[src/common/kds_defs.vh]
// Constants shared by the keyboard/display scanner files
`ifndef KDS_DEFS_VH
`define KDS_DEFS_VH
// Command codes in the top three bits of a command byte
`define KDS_CMD_MODE 3'h0
`define KDS_CMD_CLOCK 3'h1
`define KDS_CMD_RDFIFO 3'h2
`define KDS_CMD_RDDISP 3'h3
`define KDS_CMD_WRDISP 3'h4
`define KDS_CMD_BLANK 3'h5
`define KDS_CMD_CLEAR 3'h6
`define KDS_CMD_ENDINT 3'h7
// Reset values
`define KDS_RST_DISP_MODE 2'h1
`define KDS_RST_KEY_MODE 3'h0
`define KDS_RST_PRESCALE 5'h1F
`define KDS_MIN_PRESCALE 5'h02
// Key mode field: bit 0 decoded scan, bit 1 rollover, upper pair selects input kind
`define KDS_KEY_SENSOR 2'h2
`define KDS_KEY_STROBED 2'h3
// Scan timing in base ticks
`define KDS_ROW_TICKS 7'h40
`define KDS_BLANK_TICKS 7'h04
`define KDS_DEBOUNCE_SCANS 2'h2
`define KDS_LAST_ENC_ROW 3'h7
`define KDS_LAST_DEC_ROW 3'h3
// Blank codes chosen by the clear command
`define KDS_BLANK_ZERO 8'h00
`define KDS_BLANK_SPACE 8'h20
`define KDS_BLANK_ONES 8'hFF
`define KDS_LAST_DISP_ROW 4'hF
// Idle level of the synchronised pin vector
`define KDS_PIN_IDLE 23'h3FFFFF
`endif

[src/hdl/kds_fifo.v]
// Eight-entry character FIFO that doubles as the sensor RAM
`timescale 1ns/1ps
module kds_fifo #(
    parameter WIDTH = 8,
    parameter DEPTH = 8,
    parameter AW = 3
) (
    input wire i_clock,
    input wire i_rst_n,
    input wire i_clear,
    input wire i_in_valid,
    output wire o_in_ready,
    input wire [WIDTH-1:0] i_in_data,
    output wire o_out_valid,
    input wire i_out_ready,
    output reg [WIDTH-1:0] o_out_data,
    output reg [AW:0] o_count,
    input wire i_direct,
    input wire i_direct_we,
    input wire [AW-1:0] i_direct_waddr,
    input wire [AW-1:0] i_direct_raddr
);
    reg [WIDTH-1:0] mem [0:DEPTH-1];
    reg [AW-1:0] wr_ptr;
    reg [AW-1:0] rd_ptr;
    wire push;
    wire pop;

    assign o_in_ready = (o_count != DEPTH[AW:0]);
    assign o_out_valid = (o_count != {(AW+1){1'b0}});
    assign push = i_in_valid & o_in_ready & ~i_direct;
    assign pop = i_out_ready & o_out_valid & ~i_direct;

    ////////////////////////////////////////////////////////////////////////
    always @(posedge i_clock) begin
        if (!i_rst_n || i_clear) begin
            wr_ptr <= {AW{1'b0}};
            rd_ptr <= {AW{1'b0}};
            o_count <= {(AW+1){1'b0}};
        end else begin
            if (push) begin
                wr_ptr <= wr_ptr + 1'b1;
            end
            if (pop) begin
                rd_ptr <= rd_ptr + 1'b1;
            end
            if (push && !pop) begin
                o_count <= o_count + 1'b1;
            end else if (pop && !push) begin
                o_count <= o_count - 1'b1;
            end
        end
    end

    // Read data lags the pointer by one cycle; host strobes are slower
    always @(posedge i_clock) begin
        if (push) begin
            mem[wr_ptr] <= i_in_data;
        end
        if (i_direct && i_direct_we) begin
            mem[i_direct_waddr] <= i_in_data;
        end
        o_out_data <= i_direct ? mem[i_direct_raddr] : mem[rd_ptr];
    end
endmodule // kds_fifo

[src/hdl/kds_top.v]
// Keyboard/display scanner: host port, timing chain, key scan, display refresh
`timescale 1ns/1ps
`include "kds_defs.vh"
module kds_top #(
    parameter DATA_W = 8,
    parameter FIFO_DEPTH = 8
) (
    input wire i_clock,
    input wire i_rst_n,
    input wire i_reset,
    input wire i_cs_n,
    input wire i_cmd_data_select,
    input wire i_rd_n,
    input wire i_wr_n,
    input wire [7:0] i_host_data_bus,
    output reg [7:0] o_host_data_bus,
    output reg o_host_data_oe,
    output reg o_irq,
    output reg [3:0] o_scan_lines,
    input wire [7:0] i_return_lines,
    input wire i_shift,
    input wire i_control_strobe_in,
    output reg [3:0] o_display_port_a,
    output reg [3:0] o_display_port_b,
    output reg o_blank_display_n
);
    ////////////////////////////////////////////////////////////////////////
    // Pin synchronisers; every pin here is asynchronous to the clock
    reg [22:0] pins_meta;
    reg [22:0] pins;
    always @(posedge i_clock) begin
        if (!i_rst_n) begin
            pins_meta <= `KDS_PIN_IDLE;
            pins <= `KDS_PIN_IDLE;
        end else begin
            pins_meta <= {i_reset, i_cs_n, i_cmd_data_select, i_rd_n, i_wr_n,
                          i_host_data_bus, i_return_lines, i_shift, i_control_strobe_in};
            pins <= pins_meta;
        end
    end
    wire cs_n = pins[21];
    wire a0 = pins[20];
    wire rd_n = pins[19];
    wire wr_n = pins[18];
    wire [7:0] db = pins[17:10];
    wire [7:0] rl = pins[9:2];
    wire shift = pins[1];
    wire cntl = pins[0];
    wire rst = !i_rst_n || pins[22];

    ////////////////////////////////////////////////////////////////////////
    // Configuration and host-port state
    reg [1:0] disp_mode;
    reg [2:0] key_mode;
    reg [4:0] prescale_value;
    reg rd_src_disp, disp_ai, sens_ai, err_mode;
    reg [3:0] disp_addr;
    reg [2:0] sens_addr;
    reg inhibit_a, inhibit_b, blank_a, blank_b;
    reg [7:0] blank_code;
    reg clear_busy;
    reg [3:0] clr_idx;
    reg overrun, underrun, sens_irq, resync, fifo_clear;
    reg wr_prev, rd_prev, cntl_prev, wr_armed, rd_armed, wr_a0, rd_a0;
    reg [7:0] wr_data;
    reg [7:0] disp_ram [0:15];
    reg [7:0] shadow [0:7];

    wire sensor_mode = (key_mode[2:1] == `KDS_KEY_SENSOR);
    wire strobed_mode = (key_mode[2:1] == `KDS_KEY_STROBED);
    wire keyboard_mode = ~key_mode[2];
    wire decoded = key_mode[0];
    wire wr_evt = wr_armed && wr_n && !wr_prev;
    wire rd_evt = rd_armed && rd_n && !rd_prev;
    wire data_rd = rd_evt && !rd_a0;
    wire fifo_pop = data_rd && !rd_src_disp && !sensor_mode;
    wire fifo_valid, fifo_ready;
    wire [7:0] fifo_dout;
    wire [3:0] fifo_count;
    reg key_push, strobe_push, sens_we;
    reg [7:0] key_byte;
    wire push_valid = key_push || strobe_push;
    wire [4:0] eff_prescale;
    reg [3:0] scan;
    // zero or one act as two
    assign eff_prescale = (prescale_value < `KDS_MIN_PRESCALE) ? `KDS_MIN_PRESCALE
                                                              : prescale_value;

    ////////////////////////////////////////////////////////////////////////
    // Host strobes, commands, display RAM writes and clearing
    always @(posedge i_clock) begin
        fifo_clear <= 1'b0;
        resync <= 1'b0;
        if (rst) begin
            key_mode <= `KDS_RST_KEY_MODE;
            prescale_value <= `KDS_RST_PRESCALE;
            disp_mode <= `KDS_RST_DISP_MODE;
            {rd_src_disp, disp_ai, sens_ai, err_mode} <= 4'h0;
            disp_addr <= 4'h0;
            sens_addr <= 3'h0;
            {inhibit_a, inhibit_b, blank_a, blank_b} <= 4'h0;
            blank_code <= `KDS_BLANK_ZERO;
            {clear_busy, overrun, underrun, sens_irq} <= 4'h0;
            clr_idx <= 4'h0;
            {wr_prev, rd_prev, wr_armed, rd_armed, wr_a0, rd_a0} <= 6'h3C;
            wr_data <= 8'h00;
        end else begin
            wr_prev <= wr_n;
            rd_prev <= rd_n;
            // strobes count only while chip select is low
            if (!cs_n && !wr_n) begin
                wr_armed <= 1'b1;
                wr_a0 <= a0;
                wr_data <= db;
            end else if (wr_n) begin
                wr_armed <= 1'b0;
            end
            if (!cs_n && !rd_n) begin
                rd_armed <= 1'b1;
                rd_a0 <= a0;
            end else if (rd_n) begin
                rd_armed <= 1'b0;
            end
            if (clear_busy) begin
                disp_ram[clr_idx] <= blank_code;
                clr_idx <= clr_idx + 4'h1;
                clear_busy <= (clr_idx != `KDS_LAST_DISP_ROW);
            end
            if (wr_evt && wr_a0) begin
                case (wr_data[7:5])
                    `KDS_CMD_MODE: begin
                        disp_mode <= wr_data[4:3];
                        key_mode <= wr_data[2:0];
                    end
                    `KDS_CMD_CLOCK: begin
                        prescale_value <= wr_data[4:0];
                    end
                    `KDS_CMD_RDFIFO: begin
                        rd_src_disp <= 1'b0;
                        sens_ai <= wr_data[4];
                        sens_addr <= wr_data[2:0];
                    end
                    `KDS_CMD_RDDISP: begin
                        rd_src_disp <= 1'b1;
                        disp_ai <= wr_data[4];
                        disp_addr <= wr_data[3:0];
                    end
                    `KDS_CMD_WRDISP: begin
                        disp_ai <= wr_data[4];
                        disp_addr <= wr_data[3:0];
                    end
                    `KDS_CMD_BLANK: begin
                        {inhibit_a, inhibit_b, blank_a, blank_b} <= wr_data[3:0];
                    end
                    `KDS_CMD_CLEAR: begin
                        if (wr_data[4]) begin
                            blank_code <= !wr_data[3] ? `KDS_BLANK_ZERO :
                                !wr_data[2] ? `KDS_BLANK_SPACE : `KDS_BLANK_ONES;
                        end
                        if (wr_data[4] || wr_data[0]) begin
                            clear_busy <= 1'b1;
                            clr_idx <= 4'h0;
                        end
                        if (wr_data[1] || wr_data[0]) begin
                            fifo_clear <= 1'b1;
                            {overrun, underrun, sens_irq} <= 3'h0;
                            sens_addr <= 3'h0;
                        end
                        resync <= wr_data[0];
                    end
                    `KDS_CMD_ENDINT: begin
                        sens_irq <= 1'b0;
                        err_mode <= wr_data[4];
                    end
                    default: begin
                    end
                endcase
            end else if (wr_evt && !clear_busy) begin
                disp_ram[disp_addr] <= {inhibit_a ? disp_ram[disp_addr][7:4] : wr_data[7:4],
                                        inhibit_b ? disp_ram[disp_addr][3:0] : wr_data[3:0]};
                disp_addr <= disp_addr + {3'h0, disp_ai};
            end
            if (data_rd && rd_src_disp) begin
                disp_addr <= disp_addr + {3'h0, disp_ai};
            end
            if (data_rd && !rd_src_disp && sensor_mode) begin
                sens_addr <= sens_addr + {2'h0, sens_ai};
            end
            // underrun on empty read, overrun on full push; set wins
            if (fifo_pop && !fifo_valid) begin
                underrun <= 1'b1;
            end
            if (push_valid && !fifo_ready) begin
                overrun <= 1'b1;
            end
            // any change in the sensor rows
            if (sens_we && (rl != shadow[scan[2:0]])) begin
                sens_irq <= 1'b1;
            end
        end
    end

    ////////////////////////////////////////////////////////////////////////
    // Timing chain: prescaler, row ticks and scan counter
    reg [4:0] presc_cnt;
    reg [6:0] tick_cnt;
    reg [1:0] kb_scans;
    wire tick = (presc_cnt >= eff_prescale - 5'h01);
    wire row_end = tick && (tick_cnt == `KDS_ROW_TICKS - 7'h01);
    wire [2:0] row = decoded ? {1'b0, scan[1:0]} : scan[2:0];
    wire last_row = (row == (decoded ? `KDS_LAST_DEC_ROW : `KDS_LAST_ENC_ROW));
    // divide-by-N base tick, rows of fixed tick count
    always @(posedge i_clock) begin
        if (rst || resync) begin
            presc_cnt <= 5'h00;
            tick_cnt <= 7'h00;
            scan <= 4'h0;
        end else begin
            presc_cnt <= tick ? 5'h00 : presc_cnt + 5'h01;
            if (tick) begin
                tick_cnt <= row_end ? 7'h00 : tick_cnt + 7'h01;
            end
            if (row_end) begin
                scan <= scan + 4'h1;
            end
        end
    end

    ////////////////////////////////////////////////////////////////////////
    // Key debounce, strobed capture and sensor row copy
    reg kb_busy, kb_hold;
    reg [2:0] kb_row, kb_col, first_col;
    reg [7:0] key_src;
    integer i;
    wire closed = (rl != 8'hFF);
    wire col_hit = !rl[kb_col];
    always @* begin
        first_col = 3'h0;
        for (i = 7; i >= 0; i = i - 1) begin
            if (!rl[i]) begin
                first_col = i[2:0];
            end
        end
    end
    always @(posedge i_clock) begin
        key_push <= 1'b0;
        strobe_push <= 1'b0;
        sens_we <= 1'b0;
        if (rst || fifo_clear) begin
            {kb_busy, kb_hold, cntl_prev} <= 3'h1;
            {kb_row, kb_col} <= 6'h00;
            kb_scans <= 2'h0;
            key_byte <= 8'h00;
        end else begin
            cntl_prev <= cntl;
            // strobe rising edge loads return lines
            if (strobed_mode && cntl && !cntl_prev) begin
                strobe_push <= 1'b1;
                key_byte <= rl;
            end
            // sensor rows copied each scan, held while interrupt is up
            if (sensor_mode && row_end && !sens_irq && !o_irq) begin
                sens_we <= 1'b1;
                key_byte <= rl;
                shadow[row] <= rl;
            end
            if (keyboard_mode && row_end) begin
                if (last_row && kb_busy && kb_scans != `KDS_DEBOUNCE_SCANS) begin
                    kb_scans <= kb_scans + 2'h1;
                end
                if (kb_hold) begin
                    kb_hold <= !(row == kb_row && !col_hit);
                end else if (!kb_busy && closed) begin
                    {kb_busy, kb_row, kb_col, kb_scans} <= {1'b1, row, first_col, 2'h0};
                end else if (kb_busy && row == kb_row && kb_scans == `KDS_DEBOUNCE_SCANS) begin
                    // accept only if still closed after debounce
                    kb_busy <= 1'b0;
                    kb_hold <= col_hit;
                    key_push <= col_hit;
                    key_byte <= {cntl, shift, kb_row, kb_col};
                end else if (kb_busy && row == kb_row && !col_hit) begin
                    kb_busy <= 1'b0;
                end else if (kb_busy && closed && !key_mode[1] &&
                             (row != kb_row || rl != ~(8'h01 << kb_col))) begin
                    // Lockout: a second closure restarts debounce on it
                    {kb_row, kb_col, kb_scans} <= {row, first_col, 2'h0};
                end
            end
        end
    end

    kds_fifo #(
        .WIDTH(DATA_W),
        .DEPTH(FIFO_DEPTH),
        .AW(3)
    ) u_fifo (
        .i_clock(i_clock),
        .i_rst_n(!rst),
        .i_clear(fifo_clear),
        .i_in_valid(push_valid),
        .o_in_ready(fifo_ready),
        .i_in_data(key_byte),
        .o_out_valid(fifo_valid),
        .i_out_ready(fifo_pop),
        .o_out_data(fifo_dout),
        .o_count(fifo_count),
        .i_direct(sensor_mode),
        .i_direct_we(sens_we),
        .i_direct_waddr(row),
        .i_direct_raddr(sens_addr)
    );

    ////////////////////////////////////////////////////////////////////////
    // Host read data, interrupt and display outputs
    reg any_closed;
    integer r;
    always @* begin
        any_closed = 1'b0;
        for (r = 0; r < 8; r = r + 1) begin
            any_closed = any_closed | (shadow[r] != 8'hFF);
        end
    end
    // busy, closure/error, overrun, underrun, full, count
    wire [7:0] status = {clear_busy, err_mode & any_closed & sensor_mode, overrun,
                         underrun, !fifo_ready, fifo_count[2:0]};
    wire [3:0] disp_idx = decoded ? {2'h0, scan[1:0]} : scan;
    always @(posedge i_clock) begin
        if (rst) begin
            o_host_data_bus <= 8'h00;
            o_host_data_oe <= 1'b0;
            o_irq <= 1'b0;
            o_scan_lines <= 4'h0;
            o_display_port_a <= 4'h0;
            o_display_port_b <= 4'h0;
            o_blank_display_n <= 1'b0;
        end else begin
            // drive while selected and reading; released otherwise
            o_host_data_oe <= !cs_n && !rd_n;
            o_host_data_bus <= a0 ? status : (rd_src_disp ? disp_ram[disp_addr] : fifo_dout);
            // FIFO interrupt drops during each FIFO data read, not display RAM reads; sensor flag
            o_irq <= sensor_mode ? sens_irq
                   : (fifo_valid && !(rd_armed && !rd_a0 && !rd_src_disp));
            // binary count or one of four
            o_scan_lines <= decoded ? (4'h1 << scan[1:0]) : scan;
            // nibbles follow the scan index, blanked apart
            o_display_port_a <= blank_a ? blank_code[7:4] : disp_ram[disp_idx][7:4];
            o_display_port_b <= blank_b ? blank_code[3:0] : disp_ram[disp_idx][3:0];
            // blank at digit switch or when both nibbles blanked
            o_blank_display_n <= !(tick_cnt < `KDS_BLANK_TICKS) && !(blank_a && blank_b);
        end
    end
endmodule // kds_top

[config.mk]
export PLATFORM = sky130hd
export DESIGN_NAME = kds_top
export DESIGN_NICKNAME = d
export VERILOG_FILES = /design/src/hdl/kds_fifo.v /design/src/hdl/kds_top.v
export VERILOG_INCLUDE_DIRS = /design/src /design/src/common
export SDC_FILE = /design/constraint.sdc
export NUM_CORES = 1
export LEC_CHECK = 0
export ABC_CLOCK_PERIOD_IN_PS = 4710
export BUFFER_PORTS_ARGS = -buffer_cell sky130_fd_sc_hd__buf_2
export CORE_MARGIN = 10
export CORE_UTILIZATION = 62
export DETAILED_ROUTE_END_ITERATION = 8
export HOLD_SLACK_MARGIN = 0.02
export PLACE_DENSITY = 0.8
export SLEW_MARGIN = 10
export SYNTH_ARGS = -nofsm -noshare
export SYNTH_HDL_FRONTEND = slang
export SYNTH_SLANG_ARGS = --single-unit
[constraint.sdc]
create_clock -name i_clock -period 4.71 [get_ports i_clock]
set_input_delay 0.2355 -clock i_clock [delete_from_list [all_inputs] [get_ports i_clock]]
set_output_delay 0.2355 -clock i_clock [all_outputs]
set_load 0.03 [all_outputs]
==> flow_metrics.tcl <==
set metrics [dict create \
    drtIter0Drc 1356 \
    drt_pass1_iterations 5 \
    synth_enable_flop_cells 256 \
    setup_viol 0 \
    postCtsHoldBufs 23 \
    p_leak_nw 6.95 \
    gp_congestion 0.933 \
    clk-insertion-delay-late_ns 0.55 \
    initial_core_util_pct 62.9 \
    h-tree-depth 2 \
    path_common_cell "ha_1" \
    gr-total-overflow 0 \
    grt_start_max_net_pins 49 \
    async_flop_share_pct 0 \
    route.detailed.vias_per_inst 6.63 \
    nets 1549 \
    ios 48 \
    synth_nets 1499 \
    synth_area_mm2 0.0193 \
    synth_seq_cells 443 \
    worstSetupPathType "register to register" \
    die_w_um 196 \
    syn_to_final_growth_pct 11.6 \
    power_w 0.00783 \
    cts_buffer_depth 3 \
    rrSetupSlack_ns 0.83 \
    place.port_buffers 47 \
    final_cells 1930 \
    worstPathCellList "o41ai_1 -> ha_1 -> xnor2_1 -> ha_1 -> a21o_1 -> a31oi_1 -> o21ai_1 -> buf_4 -> nand3_1 -> or2_2 -> inv_1 -> nand2_1 -> nor2_1" \
    fin_crit_sh_pct 82.4 \
    yosysSeqAreaShare_pct 59.3 \
    power_density_mw_per_mm2 364 \
    min_from "i_rst_n" \
    fin_tns_setup_ns 0 \
    arrival_ns 4.05 \
    vias 12800 \
    worstRegToRegCells 13 \
    drc_errors 0 \
    clock-root-buffer "clkbuf_16" \
    clock-sinks 443 \
    wire_per_inst_um 24.7 \
    ys_warn_count 0 \
    critPathSlowestCell "nor2_1" \
    r2r-end "shadow[3][5]" \
    grt_setup_unrepaired "false" \
    grt_pass1_vias 12800 \
    report.final.slew_viol_count 0 \
    fmax_ghz 0.258 \
    holdWs_ns 0.205 \
    layout_common_cells "256 x edfxtp_1, 183 x dfxtp_1, 132 x nor2_1, 99 x mux4_2, 88 x mux2i_1" \
    grtUsageTotal_pct 24.4 \
    hold_viol_final 0 \
    hold_end "pins[20]" \
    die_area_mm2 0.0386 \
    placementRows 64 \
    fillCellCount 1995 \
    core-area_mm2 0.0307 \
    hold_depth 3 \
    cts_inserted_buffers 44 \
    skew_ns 0.0186 \
    grt_pass1_wl_um 73500 \
    ant_nets 0 \
    crit_path_end_kind "register" \
    cts_tree "built" \
    crit_family "simple AND/OR/NAND/NOR gates" \
    irDropWorstVdd_uv 323 \
    die_h_um 196 \
    final_common_cell "edfxtp_1" \
    reg2reg_from "prescale_value[4]" \
    antenna_cells 0 \
    crit_buf_inv 2 \
    status "complete, no violations" \
    postSynthAreaPerCell_um2 13.3 \
    cp_data_required_time_ns 4.88 \
    final.min_clock_period_ns 3.88 \
    hp-class "primary input to register" \
    startpoint_type "register" \
    ys.flop_type "edfxtp_1" \
    crit_fanout 12 \
    post_cts_resized 0 \
    drive_gt1_share_pct 17.7 \
    cap_violations 0 \
    hpwlAfterDp_um 30900 \
    antenna_found_initial 0 \
    syn_inst 1450 \
    post_cts_buffers 0 \
    relSlewSlack_pct 19.6 \
    cpPeakStageDelay_ns 0.58 \
    wl_um 47700 \
    ys_types 76 \
    clk_pin_slew_ns 0.06 \
    worst-slew-pin-transition_ns 1.20 \
    dp.cells 1827 \
]
synth_stat cells, types with 5 or more instances:
cell type,number,area (um^2)
o2bb2ai_1,8,70.1
o21ai_1,6,30.0
a31oi_1,13,81.3
a311o_1,8,80.1
or3_1,6,37.5
nor2b_1,21,131
and3_1,14,87.6
a211oi_1,20,150
o21ai_0,40,200
buf_2,25,125
a221oi_1,5,43.8
nand4_1,28,175
xnor2_1,17,149
inv_1,19,71.3
dfxtp_1,187,3740
edfxtp_1,256,7690
o22ai_1,11,68.8
clkbuf_1,51,191
buf_1,12,45.0
a21oi_1,61,305
mux4_2,99,2230
nor2_1,132,495
and2_1,6,37.5
nor4_1,10,62.6
nand2b_1,55,344
nor3b_1,5,37.5
nand2_1,82,308
nand3_1,31,155
mux2i_1,88,881
mux2_2,8,90.1
xor2_1,17,149
nor3_1,20,100
ha_1,23,288
sequential cells by signal, summed over array words and instances, names as in the netlist, 5 cells and up, named ones only:
signal             flops
presc_cnt              5
u_fifo.mem            64
u_fifo.o_out_data      8
wr_data                8
shadow                64
key_byte               8
pins                  23
pins_meta             23
tick_cnt               7
disp_ram             128
o_host_data_bus        8
prescale_value         5
logic make-up after synthesis:
logic type / count (synthesis) / synth area share, %
fa+ha+maj: 24 / 1.60
compound gates: 207 / 6.99
buf+inv: 114 / 2.60
simple gates: 431 / 11.2
xor+xnor: 34 / 1.54
flops: 443 / 59.3
mux: 197 / 16.8
cell type report:
class / count / area, um^2 / share of cell area (%)
inverters: 19 / 71.3 / 0.331
repair buffers: 99 / 683 / 3.17
well taps: 396 / 495 / 2.30
clock inverters: 28 / 279 / 1.30
flip-flops and latches: 443 / 11400 / 53.1
multi-input cells: 893 / 7360 / 34.2
clock buffers: 52 / 1190 / 5.55
per-stage QoR:
stage	worst slack, ns	instance area [um^2]	utilization (%)
after global placement	1.13	19800	64.6
after global routing	0.544	21500	70.2
after detailed placement	0.994	19800	64.6
after CTS	0.863	21500	70.2
after floorplan	1.31	19300	-
final	0.829	21500	70.2
power breakdown:
part	internal [W]	leakage (nW)	total [W]	switching (W)
combinational	0.0000697	2.51	0.000164	0.0000947
sequential	0.00409	3.74	0.00412	0.0000302
clock	0.00209	0.706	0.00355	0.00146
per-layer routing:
layer  up-vias  GRT usage [%]  wire length, um
met5         -              0                0
li1       5602              -                -
met3       159           4.04             3930
met4         0           10.9             2160
met2       677           41.0            23600
met1      6350           30.5            18000
worst reg2reg max path, stage by stage, from the launching register on:
cell and delay [ns]:
dfxtp_1 0.34, o41ai_1 0.52, ha_1 0.28, xnor2_1 0.09, ha_1 0.30, a21o_1 0.11
a31oi_1 0.04, o21ai_1 0.16, buf_4 0.22, nand3_1 0.22, or2_2 0.40, inv_1 0.11
nand2_1 0.13, nor2_1 0.58
worst max-delay path by stage:
stage	start	end	slack [ns]	depth (start not counted)
2_1_floorplan	prescale_value[4]	shadow[1][0]	1.31	12
3_3_place_gp	prescale_value[4]	shadow[3][1]	1.13	13
3_5_place_dp	prescale_value[4]	shadow[3][1]	0.99	13
4_1_cts	prescale_value[4]	shadow[3][4]	0.86	13
5_1_grt	prescale_value[4]	shadow[3][1]	0.54	13
6_report	prescale_value[4]	shadow[3][5]	0.83	13
Note: power is estimated with default switching activity, not from simulation.
